**src/hw/sfa_consts.svh**
```systemverilog
`ifndef SFA_CONSTS_SVH
`define SFA_CONSTS_SVH

// Register byte offsets on the maintenance register bus.
`define REG_CTRL 8'h00
`define REG_SETPOINT 8'h04
`define REG_STATUS 8'h08
`define REG_OUTPUTS 8'h0c
`define REG_DIAG 8'h10

// Control register fields and reset values.
`define CTRL_HEATER_LSB 0
`define CTRL_NS_BLOCK_BIT 2
`define CTRL_RESET 32'h0000_0003
`define SETPOINT_RESET 16'hc000

// Timing: a safety bus refresh older than this marks the link stale.
`define CLK_PERIOD_NS 10
`define STALE_NS 2000
`define STALE_CYCLES (`STALE_NS / `CLK_PERIOD_NS)

// AXI response codes.
`define RESP_OKAY 2'b00
`define RESP_SLVERR 2'b10

`endif

```
**src/hw/sfa_pkg.sv**
```systemverilog
package sfa_pkg;

  // Command source that wins in the priority logic of one path.
  typedef enum logic [1:0] {
    SRC_NONE,
    SRC_AUTO,
    SRC_MANUAL,
    SRC_NONSAFETY
  } cmd_src_t;

  // Per-path drive to the actuated component; 1 means energized.
  typedef struct packed {
    logic [3:0] switches;
    logic heater_uv;
    logic heater_shunt_relay;
  } path_drive_t;

  // One-way monitoring data toward the nonsafety displays.
  typedef struct packed {
    logic [15:0] sensor_peak;
    logic fm_demand;
    logic division_act;
    logic [3:0] group_act;
    logic alarm_stale;
    logic [1:0] manual_seen;
  } monitor_t;

endpackage

```
**src/hw/safety_actuation_voting_priority.sv**
```systemverilog
// Decided for this implementation: the register offsets and register access over AXI4-Lite.
`timescale 1ns/1ns
`include "sfa_consts.svh"
module safety_actuation_voting_priority
  import sfa_pkg::*;
#(
  parameter int SENSOR_W = 16,
  parameter int STALE_CNT = `STALE_CYCLES
)
(
  // Clock and reset.
  input wire logic aclk,
  input wire logic aresetn,
  // Maintenance register bus, AXI4-Lite slave.
  input wire logic [7:0] s_axi_awaddr,
  input wire logic s_axi_awvalid,
  output logic s_axi_awready,
  input wire logic [31:0] s_axi_wdata,
  input wire logic [3:0] s_axi_wstrb,
  input wire logic s_axi_wvalid,
  output logic s_axi_wready,
  output logic [1:0] s_axi_bresp,
  output logic s_axi_bvalid,
  input wire logic s_axi_bready,
  input wire logic [7:0] s_axi_araddr,
  input wire logic s_axi_arvalid,
  output logic s_axi_arready,
  output logic [31:0] s_axi_rdata,
  output logic [1:0] s_axi_rresp,
  output logic s_axi_rvalid,
  input wire logic s_axi_rready,
  // Safety data buses: actuation bit and refresh toggle per group and bus.
  input wire logic [3:0][2:0] safety_data_bus_act,
  input wire logic [3:0][2:0] safety_data_bus_toggle,
  // Function module sensor inputs, already digitised.
  input wire logic [3:0][SENSOR_W-1:0] sensor_value,
  // Hard-wired manual initiation, one per path, and nonsafety control.
  input wire logic [1:0] manual_initiate,
  input wire logic [1:0] nonsafety_cmd_actuate,
  input wire logic nonsafety_permissive,
  // Function module decision on the three safety buses.
  output logic [2:0] fm_bus_act,
  // Component drive per path, 1 energized.
  output path_drive_t [1:0] path_drive,
  // One-way monitoring to nonsafety displays.
  output monitor_t monitor
);

  // Two-of-three majority, used for each group over its three buses.
  function automatic logic maj3(input logic [2:0] v);
    maj3 = (v[0] & v[1]) | (v[0] & v[2]) | (v[1] & v[2]);
  endfunction

  // Two-or-more of four.
  function automatic logic two_of_four(input logic [3:0] v);
    logic [2:0] n;
    n = 3'(v[0]) + 3'(v[1]) + 3'(v[2]) + 3'(v[3]);
    two_of_four = (n >= 3'd2);
  endfunction

  localparam int CW = $clog2(STALE_CNT + 1);
  localparam int PW = 24 + 2 + 2 + 1 + 4 * SENSOR_W;

  // Two-stage synchroniser for every pin input other than the AXI4-Lite bus.
  logic [PW-1:0] pin_s1_r;
  logic [PW-1:0] pin_s2_r;
  always_ff @(posedge aclk)
  begin
    if (!aresetn)
    begin
      pin_s1_r <= '0;
      pin_s2_r <= '0;
    end
    else
    begin
      pin_s1_r <= {safety_data_bus_act, safety_data_bus_toggle, manual_initiate,
                   nonsafety_cmd_actuate, nonsafety_permissive, sensor_value};
      pin_s2_r <= pin_s1_r;
    end
  end

  logic [3:0][2:0] bus_act;
  logic [3:0][2:0] bus_tog;
  logic [1:0] manual_s;
  logic [1:0] ns_cmd_s;
  logic ns_permit_s;
  logic [3:0][SENSOR_W-1:0] sensor_s;
  // Split the synchronised vector back into its fields.
  assign {bus_act, bus_tog, manual_s, ns_cmd_s, ns_permit_s, sensor_s} = pin_s2_r;

  // Maintenance registers; ctrl_r gates the heaters and nonsafety control, setpoint_r sets the sensor trip level.
  logic [31:0] ctrl_r;
  logic [SENSOR_W-1:0] setpoint_r;
  logic [15:0] stale_events_r;

  // Refresh detection and staleness timers for each group and bus.
  logic [3:0][2:0] tog_prev_r;
  logic [3:0][2:0][CW-1:0] age_r;
  logic [3:0][2:0] stale_r;
  always_ff @(posedge aclk)
  begin
    if (!aresetn)
    begin
      tog_prev_r <= '0;
      age_r <= '0;
      stale_r <= '1;
    end
    else
    begin
      tog_prev_r <= bus_tog;
      for (int g = 0; g < 4; g++)
      begin
        for (int b = 0; b < 3; b++)
        begin
          if (bus_tog[g][b] != tog_prev_r[g][b])
          begin
            age_r[g][b] <= '0;
            stale_r[g][b] <= 1'b0;
          end
          else if (age_r[g][b] == CW'(STALE_CNT))
            stale_r[g][b] <= 1'b1;
          else
            age_r[g][b] <= age_r[g][b] + 1'b1;
        end
      end
    end
  end

  // Group demand: a stale bus counts as demanding, then 2oo3 over buses.
  logic [3:0] group_act;
  logic division_act;
  always_comb
  begin
    for (int g = 0; g < 4; g++)
      group_act[g] = maj3(bus_act[g] | stale_r[g]);
    division_act = two_of_four(group_act);
  end

  // Function module: any of four sensors at or above setpoint demands actuation.
  logic fm_demand;
  logic [SENSOR_W-1:0] peak;
  always_comb
  begin
    fm_demand = 1'b0;
    peak = '0;
    for (int s = 0; s < 4; s++)
    begin
      if (sensor_s[s] >= setpoint_r)
        fm_demand = 1'b1;
      if (sensor_s[s] > peak)
        peak = sensor_s[s];
    end
  end

  // Decision driven identically on all three safety buses.
  always_ff @(posedge aclk)
  begin
    if (!aresetn)
      fm_bus_act <= 3'h0;
    else
      fm_bus_act <= {3{fm_demand}};
  end

  // Priority logic per path: manual over automatic over nonsafety.
  cmd_src_t src [2];
  logic [1:0] actuate;
  always_comb
  begin
    for (int p = 0; p < 2; p++)
    begin
      if (manual_s[p])
        src[p] = SRC_MANUAL;
      else if (division_act)
        src[p] = SRC_AUTO;
      else if (ns_permit_s && !ctrl_r[`CTRL_NS_BLOCK_BIT])
        src[p] = SRC_NONSAFETY;
      else
        src[p] = SRC_NONE;
      case (src[p])
        SRC_MANUAL: actuate[p] = 1'b1;
        SRC_AUTO: actuate[p] = 1'b1;
        SRC_NONSAFETY: actuate[p] = ns_cmd_s[p];
        SRC_NONE: actuate[p] = 1'b0;
        default: actuate[p] = 1'b1;
      endcase
    end
  end

  // Each path drives only its own component; reset holds all de-energized.
  always_ff @(posedge aclk)
  begin
    if (!aresetn)
      path_drive <= '0;
    else
    begin
      for (int p = 0; p < 2; p++)
      begin
        path_drive[p].switches <= actuate[p] ? 4'h0 : 4'hf;
        if (ctrl_r[`CTRL_HEATER_LSB + p])
        begin
          // Heater paths follow this path's actuate: its manual switch, the division vote or a permitted nonsafety command.
          path_drive[p].heater_uv <= !actuate[p];
          path_drive[p].heater_shunt_relay <= !actuate[p];
        end
        else
        begin
          path_drive[p].heater_uv <= 1'b0;
          path_drive[p].heater_shunt_relay <= 1'b0;
        end
      end
    end
  end

  // Monitoring output is written from safety state and never read back.
  always_ff @(posedge aclk)
  begin
    if (!aresetn)
      monitor <= '0;
    else
    begin
      monitor.sensor_peak <= peak;
      monitor.fm_demand <= fm_demand;
      monitor.division_act <= division_act;
      monitor.group_act <= group_act;
      monitor.alarm_stale <= |stale_r;
      monitor.manual_seen <= manual_s;
    end
  end

  // Counts cycles in which any link newly goes stale, for the maintenance workstation; saturates at 16'hffff.
  logic [3:0][2:0] stale_prev_r;
  always_ff @(posedge aclk)
  begin
    if (!aresetn)
    begin
      stale_prev_r <= '1;
      stale_events_r <= 16'h0000;
    end
    else
    begin
      stale_prev_r <= stale_r;
      if ((stale_r & ~stale_prev_r) != '0 && stale_events_r != 16'hffff)
        stale_events_r <= stale_events_r + 16'h0001;
    end
  end

  // AXI write channel: address and data taken in either order.
  logic aw_held_r;
  logic w_held_r;
  logic [7:0] waddr_r;
  logic [31:0] wdata_r;
  logic [3:0] wstrb_r;
  always_ff @(posedge aclk)
  begin
    if (!aresetn)
    begin
      aw_held_r <= 1'b0;
      w_held_r <= 1'b0;
      waddr_r <= 8'h00;
      wdata_r <= 32'h0000_0000;
      wstrb_r <= 4'h0;
      s_axi_bvalid <= 1'b0;
      s_axi_bresp <= `RESP_OKAY;
    end
    else
    begin
      if (s_axi_awvalid && s_axi_awready)
      begin
        aw_held_r <= 1'b1;
        waddr_r <= s_axi_awaddr;
      end
      if (s_axi_wvalid && s_axi_wready)
      begin
        w_held_r <= 1'b1;
        wdata_r <= s_axi_wdata;
        wstrb_r <= s_axi_wstrb;
      end
      if (aw_held_r && w_held_r && !s_axi_bvalid)
      begin
        aw_held_r <= 1'b0;
        w_held_r <= 1'b0;
        s_axi_bvalid <= 1'b1;
        s_axi_bresp <= (waddr_r == `REG_CTRL || waddr_r == `REG_SETPOINT) ? `RESP_OKAY : `RESP_SLVERR;
      end
      else if (s_axi_bvalid && s_axi_bready)
        s_axi_bvalid <= 1'b0;
    end
  end

  // Ready while nothing is held for that channel and no write response is pending.
  always_ff @(posedge aclk)
  begin
    if (!aresetn)
    begin
      s_axi_awready <= 1'b0;
      s_axi_wready <= 1'b0;
    end
    else
    begin
      s_axi_awready <= !aw_held_r && !(s_axi_awvalid && s_axi_awready) && !s_axi_bvalid;
      s_axi_wready <= !w_held_r && !(s_axi_wvalid && s_axi_wready) && !s_axi_bvalid;
    end
  end

  // Register updates with byte strobes.
  always_ff @(posedge aclk)
  begin
    if (!aresetn)
    begin
      ctrl_r <= `CTRL_RESET;
      setpoint_r <= SENSOR_W'(`SETPOINT_RESET);
    end
    else if (aw_held_r && w_held_r && !s_axi_bvalid)
    begin
      for (int i = 0; i < 4; i++)
      begin
        if (wstrb_r[i] && waddr_r == `REG_CTRL)
          ctrl_r[8*i +: 8] <= (i == 0) ? (wdata_r[7:0] & 8'h07) : 8'h00;
      end
      if (waddr_r == `REG_SETPOINT)
      begin
        if (wstrb_r[0])
          setpoint_r[7:0] <= wdata_r[7:0];
        if (wstrb_r[1])
          setpoint_r[SENSOR_W-1:8] <= wdata_r[SENSOR_W-1:8];
      end
    end
  end

  // Read data mux; unmapped addresses answer zero with an error.
  logic [31:0] rd_mux;
  logic rd_hit;
  always_comb
  begin
    rd_hit = 1'b1;
    case (s_axi_araddr)
      `REG_CTRL: rd_mux = ctrl_r;
      `REG_SETPOINT: rd_mux = 32'(setpoint_r);
      `REG_STATUS: rd_mux = {14'h0000, fm_demand, division_act, 4'(group_act), 12'(stale_r)};
      `REG_OUTPUTS: rd_mux = {20'h00000, 12'(path_drive)};
      `REG_DIAG: rd_mux = {16'h0000, stale_events_r};
      default:
      begin
        rd_mux = 32'h0000_0000;
        rd_hit = 1'b0;
      end
    endcase
  end

  // AXI read channel: one read at a time, answer one cycle after acceptance.
  always_ff @(posedge aclk)
  begin
    if (!aresetn)
    begin
      s_axi_arready <= 1'b0;
      s_axi_rvalid <= 1'b0;
      s_axi_rdata <= 32'h0000_0000;
      s_axi_rresp <= `RESP_OKAY;
    end
    else
    begin
      s_axi_arready <= !s_axi_rvalid && !(s_axi_arvalid && s_axi_arready);
      if (s_axi_arvalid && s_axi_arready)
      begin
        s_axi_rvalid <= 1'b1;
        s_axi_rdata <= rd_mux;
        s_axi_rresp <= rd_hit ? `RESP_OKAY : `RESP_SLVERR;
      end
      else if (s_axi_rvalid && s_axi_rready)
        s_axi_rvalid <= 1'b0;
    end
  end

endmodule // safety_actuation_voting_priority

```
**config.mk**
```make
export PLATFORM = sky130hd
export DESIGN_NAME = safety_actuation_voting_priority
export DESIGN_NICKNAME = d
export VERILOG_FILES = /design/src/hw/sfa_pkg.sv /design/src/hw/safety_actuation_voting_priority.sv
export VERILOG_INCLUDE_DIRS = /design/src /design/src/hw
export SDC_FILE = /design/constraint.sdc
export NUM_CORES = 1
export LEC_CHECK = 0
export BUFFER_PORTS_ARGS = -buffer_cell sky130_fd_sc_hd__buf_2
export CAP_MARGIN = 20
export CORE_ASPECT_RATIO = 1.4
export CORE_MARGIN = 8
export CORE_UTILIZATION = 58
export CTS_CLUSTER_DIAMETER = 50
export DETAILED_ROUTE_END_ITERATION = 12
export GPL_ROUTABILITY_DRIVEN = 0
export PLACE_DENSITY = 0.82
export RECOVER_POWER = 100
export SYNTH_ARGS = -nofsm -noshare
export SYNTH_HDL_FRONTEND = slang
export SYNTH_SLANG_ARGS = --single-unit
export TNS_END_PERCENT = 50
```
**constraint.sdc**
```tcl
create_clock -name aclk -period 6.6 [get_ports aclk]
set_input_delay 0.33 -clock aclk [delete_from_list [all_inputs] [get_ports aclk]]
set_output_delay 0.33 -clock aclk [all_outputs]
set_load 0.1 [all_outputs]
```
==> results of run 1 <==
[sequential cells by signal, summed over array words and instances (netlist names), 2 cells and up]
name / cells
pin_s2_r: 93
ctrl_r: 3
pin_s1_r: 93
path_drive: 4
wstrb_r: 2
wdata_r: 16
waddr_r: 8
s_axi_rdata: 18
stale_events_r: 16
age_r: 96
monitor: 25
setpoint_r: 16
tog_prev_r: 12
stale_r: 12
stale_prev_r: 12
[layout make-up]
cell class	instances	area (um^2)	area share, %
diodes	1	2.50	0.0116
inverters	80	300	1.39
clock buffers	50	1110	5.14
repair buffers	289	1800	8.33
flip-flops and latches	435	8710	40.3
clock inverters	24	307	1.42
well taps	395	494	2.29
multi-input cells	1343	8890	41.1
[repair_timing]
item | in CTS | in global routing
setup endpoints to repair | 0 | 16
buffers inserted | 0 | 6
hold buffers | 71 | 1
hold endpoints to repair | 71 | 1
gates resized for setup | 0 | 8
[metal layers]
metal  wire length [um]  share of wire (%)
met1              18100                 38
met2              23600                 50
met3               3030                6.4
met4               2520                5.3
met5                  0                  0
[cells by family (layout without fill, tap and decap cells)]
kind of cell | after synthesis | after routing | synth area share, %
simple gates | 808 | 808 | 22.6
other cells | 1 | 17 | 0.0205
xor+xnor | 110 | 110 | 5.27
flops | 435 | 435 | 47.6
buf+inv | 173 | 443 | 4.27
fa+ha+maj | 141 | 141 | 9.63
mux | 36 | 36 | 2.28
compound gates | 232 | 232 | 8.25
[worst paths after layout]
| check | to | slack [ns] | depth (start not counted) |
|---|---|---|---|
| worst max register to register | monitor[20]$_SDFF_PN0_ | 0.14 | 28 |
| worst min-delay path | pin_s1_r[22]$_SDFF_PN0_ | 0.005 | 2 |
| worst max-delay path | monitor[20]$_SDFF_PN0_ | 0.14 | 28 |
| worst min register to register | pin_s2_r[88]$_SDFF_PN0_ | 0.43 | 1 |
[report_power, final]
group | internal, uW | switching, uW | leakage, uW
Combinational | 332 | 578 | 0.00469
Sequential | 2740 | 95.4 | 0.00357
Clock | 1390 | 1040 | 0.000695
Total | 4460 | 1720 | 0.00896
[cells in the final DEF (no fill, tap or decap), types with 13 or more instances in the layout]
master           n
ha_1           136
and2_1         166
buf_2          132
nor3_1          14
nor2_1         159
dlygate4sd3_1   72
xor2_1          61
mux2i_1         17
xnor2_1         49
and2_0          44
nand2b_1        27
a22o_1          19
nand3_1         82
and3_1          29
a21oi_1         70
o211ai_1        22
conb_1          16
o21ai_1         15
mux2_2          15
nand2_1        182
nand3b_1        13
a21o_1          22
dfxtp_1        435
inv_1           79
nor4_1          15
nand4_1         34
or2_2           15
buf_4           13
clkbuf_16       41
clkbuf_1        70
o21ai_0         31
[stage by stage]
step           setup TNS, ns  util (%)
6_report                   0      69.0
3_3_place_gp               0      62.2
5_1_grt                -1.73      69.0
4_1_cts                    0      69.0
3_5_place_dp               0      62.2
2_1_floorplan              0         -
[cell usage after synthesis, drive strengths merged, types with 42 or more instances]
cell type  number
nand3          82
xnor2          49
xor2           61
inv            80
a21oi          70
clkbuf         51
ha            136
nor2          159
dfxtp         435
buf            42
nand2         182
and2          211
o21ai          46
[worst max-delay path, delay by kind of cell (launching register included)]
| kind | cells | cell delay, ns |
|---|---|---|
| buffers and inverters | 5 | 0.68 |
| and+or+nand+nor | 6 | 1.25 |
| adders and majority gates | 3 | 0.90 |
| DFF | 1 | 0.43 |
| AOI/OAI and AO/OA | 13 | 2.83 |
| muxes | 1 | 0.27 |
==> metrics.csv, run 1 <==
metric,value,unit
drtPass1Iterations,6,
cp.arrival,6.93,ns
critPathMaxFanout,30,
wirelength,47200,um
io_pins,233,
crit_slowest_cell,dfxtp_1,
path_class,flip-flop to flip-flop,
fin_skew,0.0308,ns
grt_usage,24.4,%
gr-total-overflow,0,
seq_area_frac_synth,47.6,%
dp_slack,0.217,ns
num_rows,77,
synthFlopType,dfxtp_1,
synthTopCellsByArea,"dfxtp_1, ha_1, and2_1",
failed_checks,"capacitance limit, slew limit",
nets,2479,
wl_per_cell,18.0,um
fin_crit_sh,97.9,%
clock-root-buffer,clkbuf_16,
ys_warn_count,0,
clk_pin_slew_worst_paths,0.06,ns
relSlewSlack,-265,%
vias,14500,
setup_slack,0.140,ns
die_w,166,um
tightestPinTransition,5.48,ns
cts_sinks,435,
finalHoldViolCount,0,
ys_ff_latch,435,
status,"finished, violations left",
cts_buffers,41,
cp-startpoint,pin_s2_r[7]$_SDFF_PN0_,
regToRegStartpoint,pin_s2_r[7]$_SDFF_PN0_,
drc,0,
worstSkewPairLatency,0.57,ns
netlist_area,18300,um^2
antenna_found_initial,0,
critPathLaunchType,flip-flop,
drive_gt1_share,12.1,%
stdcell_count,2617,
leakage,0.00896,uW
grtUsageMet1,25.6,%
die_y,226,um
numPortBuffers,198,
yosysUniqueCellTypes,66,
hp-class,input port to flip-flop,
path_common_cell,ha_1,
synth-async-reset-ratio,0,%
grt_pass1_wl,74400,um
grt_pass1_vias,15000,
grt_use_met2,44.8,%
setup_viol,0,
syn_avg_cell_area,9.44,um^2
use_met3,5.06,%
htreeDepth,2,
min_from,sensor_value[22],
die_area,37500,um^2
first_iter_violations,984,
fin_area,21600,um^2
finalPower,6180,uW
p_per_area,286,nW/um^2
min_period,6.46,ns
clk_path_buf_depth,3,
synth_edf_count,0,
required,7.07,ns
cts_tree,done,
placed_cells,2464,
slowest_delay,0.43,ns
dp.final_hpwl,33100,um
floorplan.core_area,31300,um^2
start_util,58.4,%
peakVddDrop,277,uV
placed_area,19500,um^2
max_freq,155,MHz
ant_nets,0,
whs,0.00541,ns
grt_busiest_layer,met2,
synth_area_leader_cell,dfxtp_1,
synth_cells,1936,
synthDominantCellAreaShare,47.6,%
cap_violations,1,
area_delta_synth_final,18.2,%
num-fill-cells,2248,
grt_start_max_net_pins,178,
cp-end-kind,flip-flop,
routed_via_density,5.56,
drv_slew,178,
Power figures use the tool's default switching activity.
==> run 2, diff against run 1 <==
==> constraint.sdc (replaced) <==
create_clock -name aclk -period 6.6 [get_ports aclk]
set_input_delay 1.65 -clock aclk [delete_from_list [all_inputs] [get_ports aclk]]
set_output_delay 1.65 -clock aclk [all_outputs]
set_load 0.1 [all_outputs]
==> run 2 against run 1 <==
  * The flow still finishes with violations (capacitance limit, slew limit)
  * Die area did not move
  * Worst setup slack gained 0.16 ns
  * Final area down 3.4%
  * Combinational power is 4.2% lower
  * Sequential share of layout area grew 1.4 points
  * Utilization shrank 2.3 points
  * Sequential cell count unchanged
  * Register-to-register slack gained 0.16 ns
  * Clock power barely moved
==> metrics.csv, run 2 (synthesized netlist as in run 1, its figures left out) <==
metric,value,unit,change
first_iter_violations,960,,was 984
min_period,6.30,ns,was 6.46 ns
drc,0,,unchanged
grt_pass1_vias,14500,,was 15000
critPathMaxFanout,30,,unchanged
htreeDepth,2,,unchanged
required,7.01,ns,was 7.07 ns
grt_pass1_wl,72100,um,was 74400 um
clock-root-buffer,clkbuf_16,,unchanged
p_per_area,293,nW/um^2,was 286 nW/um^2
final_util,66.7,%,was 69.0%
area_delta_synth_final,14.2,%,was 18.2%
finalHoldViolCount,0,,unchanged
setup_viol,0,,unchanged
grt_usage,23.5,%,was 24.4%
numPortBuffers,198,,unchanged
fin_crit_sh,95.5,%,was 97.9%
finalPower,6110,uW,was 6180 uW
die_area,37500,um^2,unchanged
drtPass1Iterations,9,,was 6
ctsHoldBuffers,0,,was 71
routed_via_density,5.62,,was 5.56
cts_buffers,40,,was 41
cts_tree,done,,unchanged
final_common_cell,dfxtp_1,,unchanged
cp.arrival,6.72,ns,was 6.93 ns
reg.largest.list,"age_r x96, pin_s1_r x93, pin_s2_r x93",,unchanged
seq_area,8710,um^2,about the same
multiInputGateArea,8890,um^2,about the same
cts_sinks,435,,unchanged
nets,2407,,was 2479
clk_pin_slew_worst_paths,0.06,ns,about the same
failed_checks,"capacitance limit, slew limit",,unchanged
dp.final_hpwl,33000,um,was 33100 um
layout_common_cells,"dfxtp_1, nand2_1, nor2_1",,"was dfxtp_1, nand2_1, and2_1"
regMostFlops,age_r,,unchanged
tightestPinTransition,3.76,ns,was 5.48 ns
path_class,flip-flop to flip-flop,,unchanged
die_y,226,um,unchanged
status,"finished, violations left",,unchanged
drive_gt1_share,12.3,%,was 12.1%
wl_per_cell,17.7,um,was 18.0 um
cap_violations,1,,unchanged
finalSetupTns,0,ns,unchanged
gr-total-overflow,0,,unchanged
antenna_found_initial,0,,unchanged
peakVddDrop,203,uV,was 277 uV
hp-class,flip-flop to flip-flop,,was input port to flip-flop
relSlewSlack,-151,%,was -265%
max_freq,159,MHz,was 155 MHz
fin_skew,0.0271,ns,was 0.0308 ns
wirelength,45000,um,was 47200 um
io_pins,233,,unchanged
start_util,58.4,%,unchanged
leakage,0.00861,uW,was 0.00896 uW
slowest_delay,0.43,ns,about the same
diodes,0,,was 1
clk_path_buf_depth,3,,unchanged
num_rows,77,,unchanged
crit_slowest_cell,o31a_2,,was dfxtp_1
num-fill-cells,2409,,was 2248
whs,0.415,ns,was 0.00541 ns
cp-end-kind,flip-flop,,unchanged
grt_start_max_net_pins,95,,was 178
die_w,166,um,unchanged
critPathLaunchType,flip-flop,,unchanged
drv_slew,95,,was 178
ant_nets,0,,unchanged
vias,14300,,was 14500
worstSkewPairLatency,0.55,ns,was 0.57 ns
largest_reg_flops,96,,unchanged
floorplan.core_area,31300,um^2,unchanged
## run 2: cell types whose count changed in the layout (fill, tap and decap cells not counted), sizes merged
cell | before | now
clkinvlp | 2 | 1
clkinv | 13 | 6
diode | 1 | 0
inv | 85 | 82
clkbuf | 118 | 123
bufinv | 4 | 5
dlygate4sd3 | 72 | 0
## run 2: path summary, 6_finish.rpt
| path | start | end | slack, ns | depth (start not counted) |
|---|---|---|---|---|
| max | pin_s2_r[7]$_SDFF_PN0_ | monitor[18]$_SDFF_PN0_ | 0.30 | 29 |
| min | pin_s1_r[8]$_SDFF_PN0_ | pin_s2_r[8]$_SDFF_PN0_ | 0.42 | 1 |
| max reg2reg | pin_s2_r[7]$_SDFF_PN0_ | monitor[18]$_SDFF_PN0_ | 0.30 | 29 |
| min reg2reg | pin_s1_r[8]$_SDFF_PN0_ | pin_s2_r[8]$_SDFF_PN0_ | 0.42 | 1 |
## run 2: cell type report
| type | count | share of cell area, % |
|---|---|---|
| well taps | 395 | 2.37 |
| repair buffers | 218 | 5.23 |
| clock buffers | 54 | 5.53 |
| inverters | 80 | 1.44 |
| flip-flops and latches | 435 | 41.7 |
| multi-input cells | 1343 | 42.6 |
| clock inverters | 14 | 1.11 |
## run 2: metal layers
layer  vias up  global-route usage [%]  routed length (um)
met5         -                       0                   0
met4         0                    14.3                2540
met3       155                    4.79                2990
met2       524                    41.7               22100
met1      6743                    25.6               17400
li1       6840                       -                   -
## run 2: worst max-delay path: cells and delay by family (launching register included)
| family | cells | cell delay [ns] |
|---|---|---|
| AO/OA/AOI/OAI | 11 | 2.23 |
| adder cells (fa/ha/maj) | 3 | 0.93 |
| buffers and inverters | 7 | 0.98 |
| flip-flops | 1 | 0.40 |
| multiplexers | 1 | 0.25 |
| AND/OR/NAND/NOR | 7 | 1.37 |
## run 2: power breakdown
| part | total (uW) | switching [uW] | leakage [uW] | internal [uW] |
|---|---|---|---|---|
| Clock | 2400 | 975 | 0.000677 | 1430 |
| Combinational | 873 | 568 | 0.00437 | 305 |
| Sequential | 2830 | 92.7 | 0.00357 | 2740 |
## run 2: timing repair
item,4_1_cts,5_1_grt
endpoints found under the setup margin,0,16
resized for setup,0,9
setup buffers,0,4
## run 2: metrics by stage
step                      area, um^2  setup slack [ns]  std cells
after floorplan                18300             0.715       1951
after global placement         19500             0.264       2467
after detailed placement       19500            0.0716       2467
after CTS                      20900            0.0176       2535
after global routing           20900           -0.0225       2539
final                          20900             0.296       2539
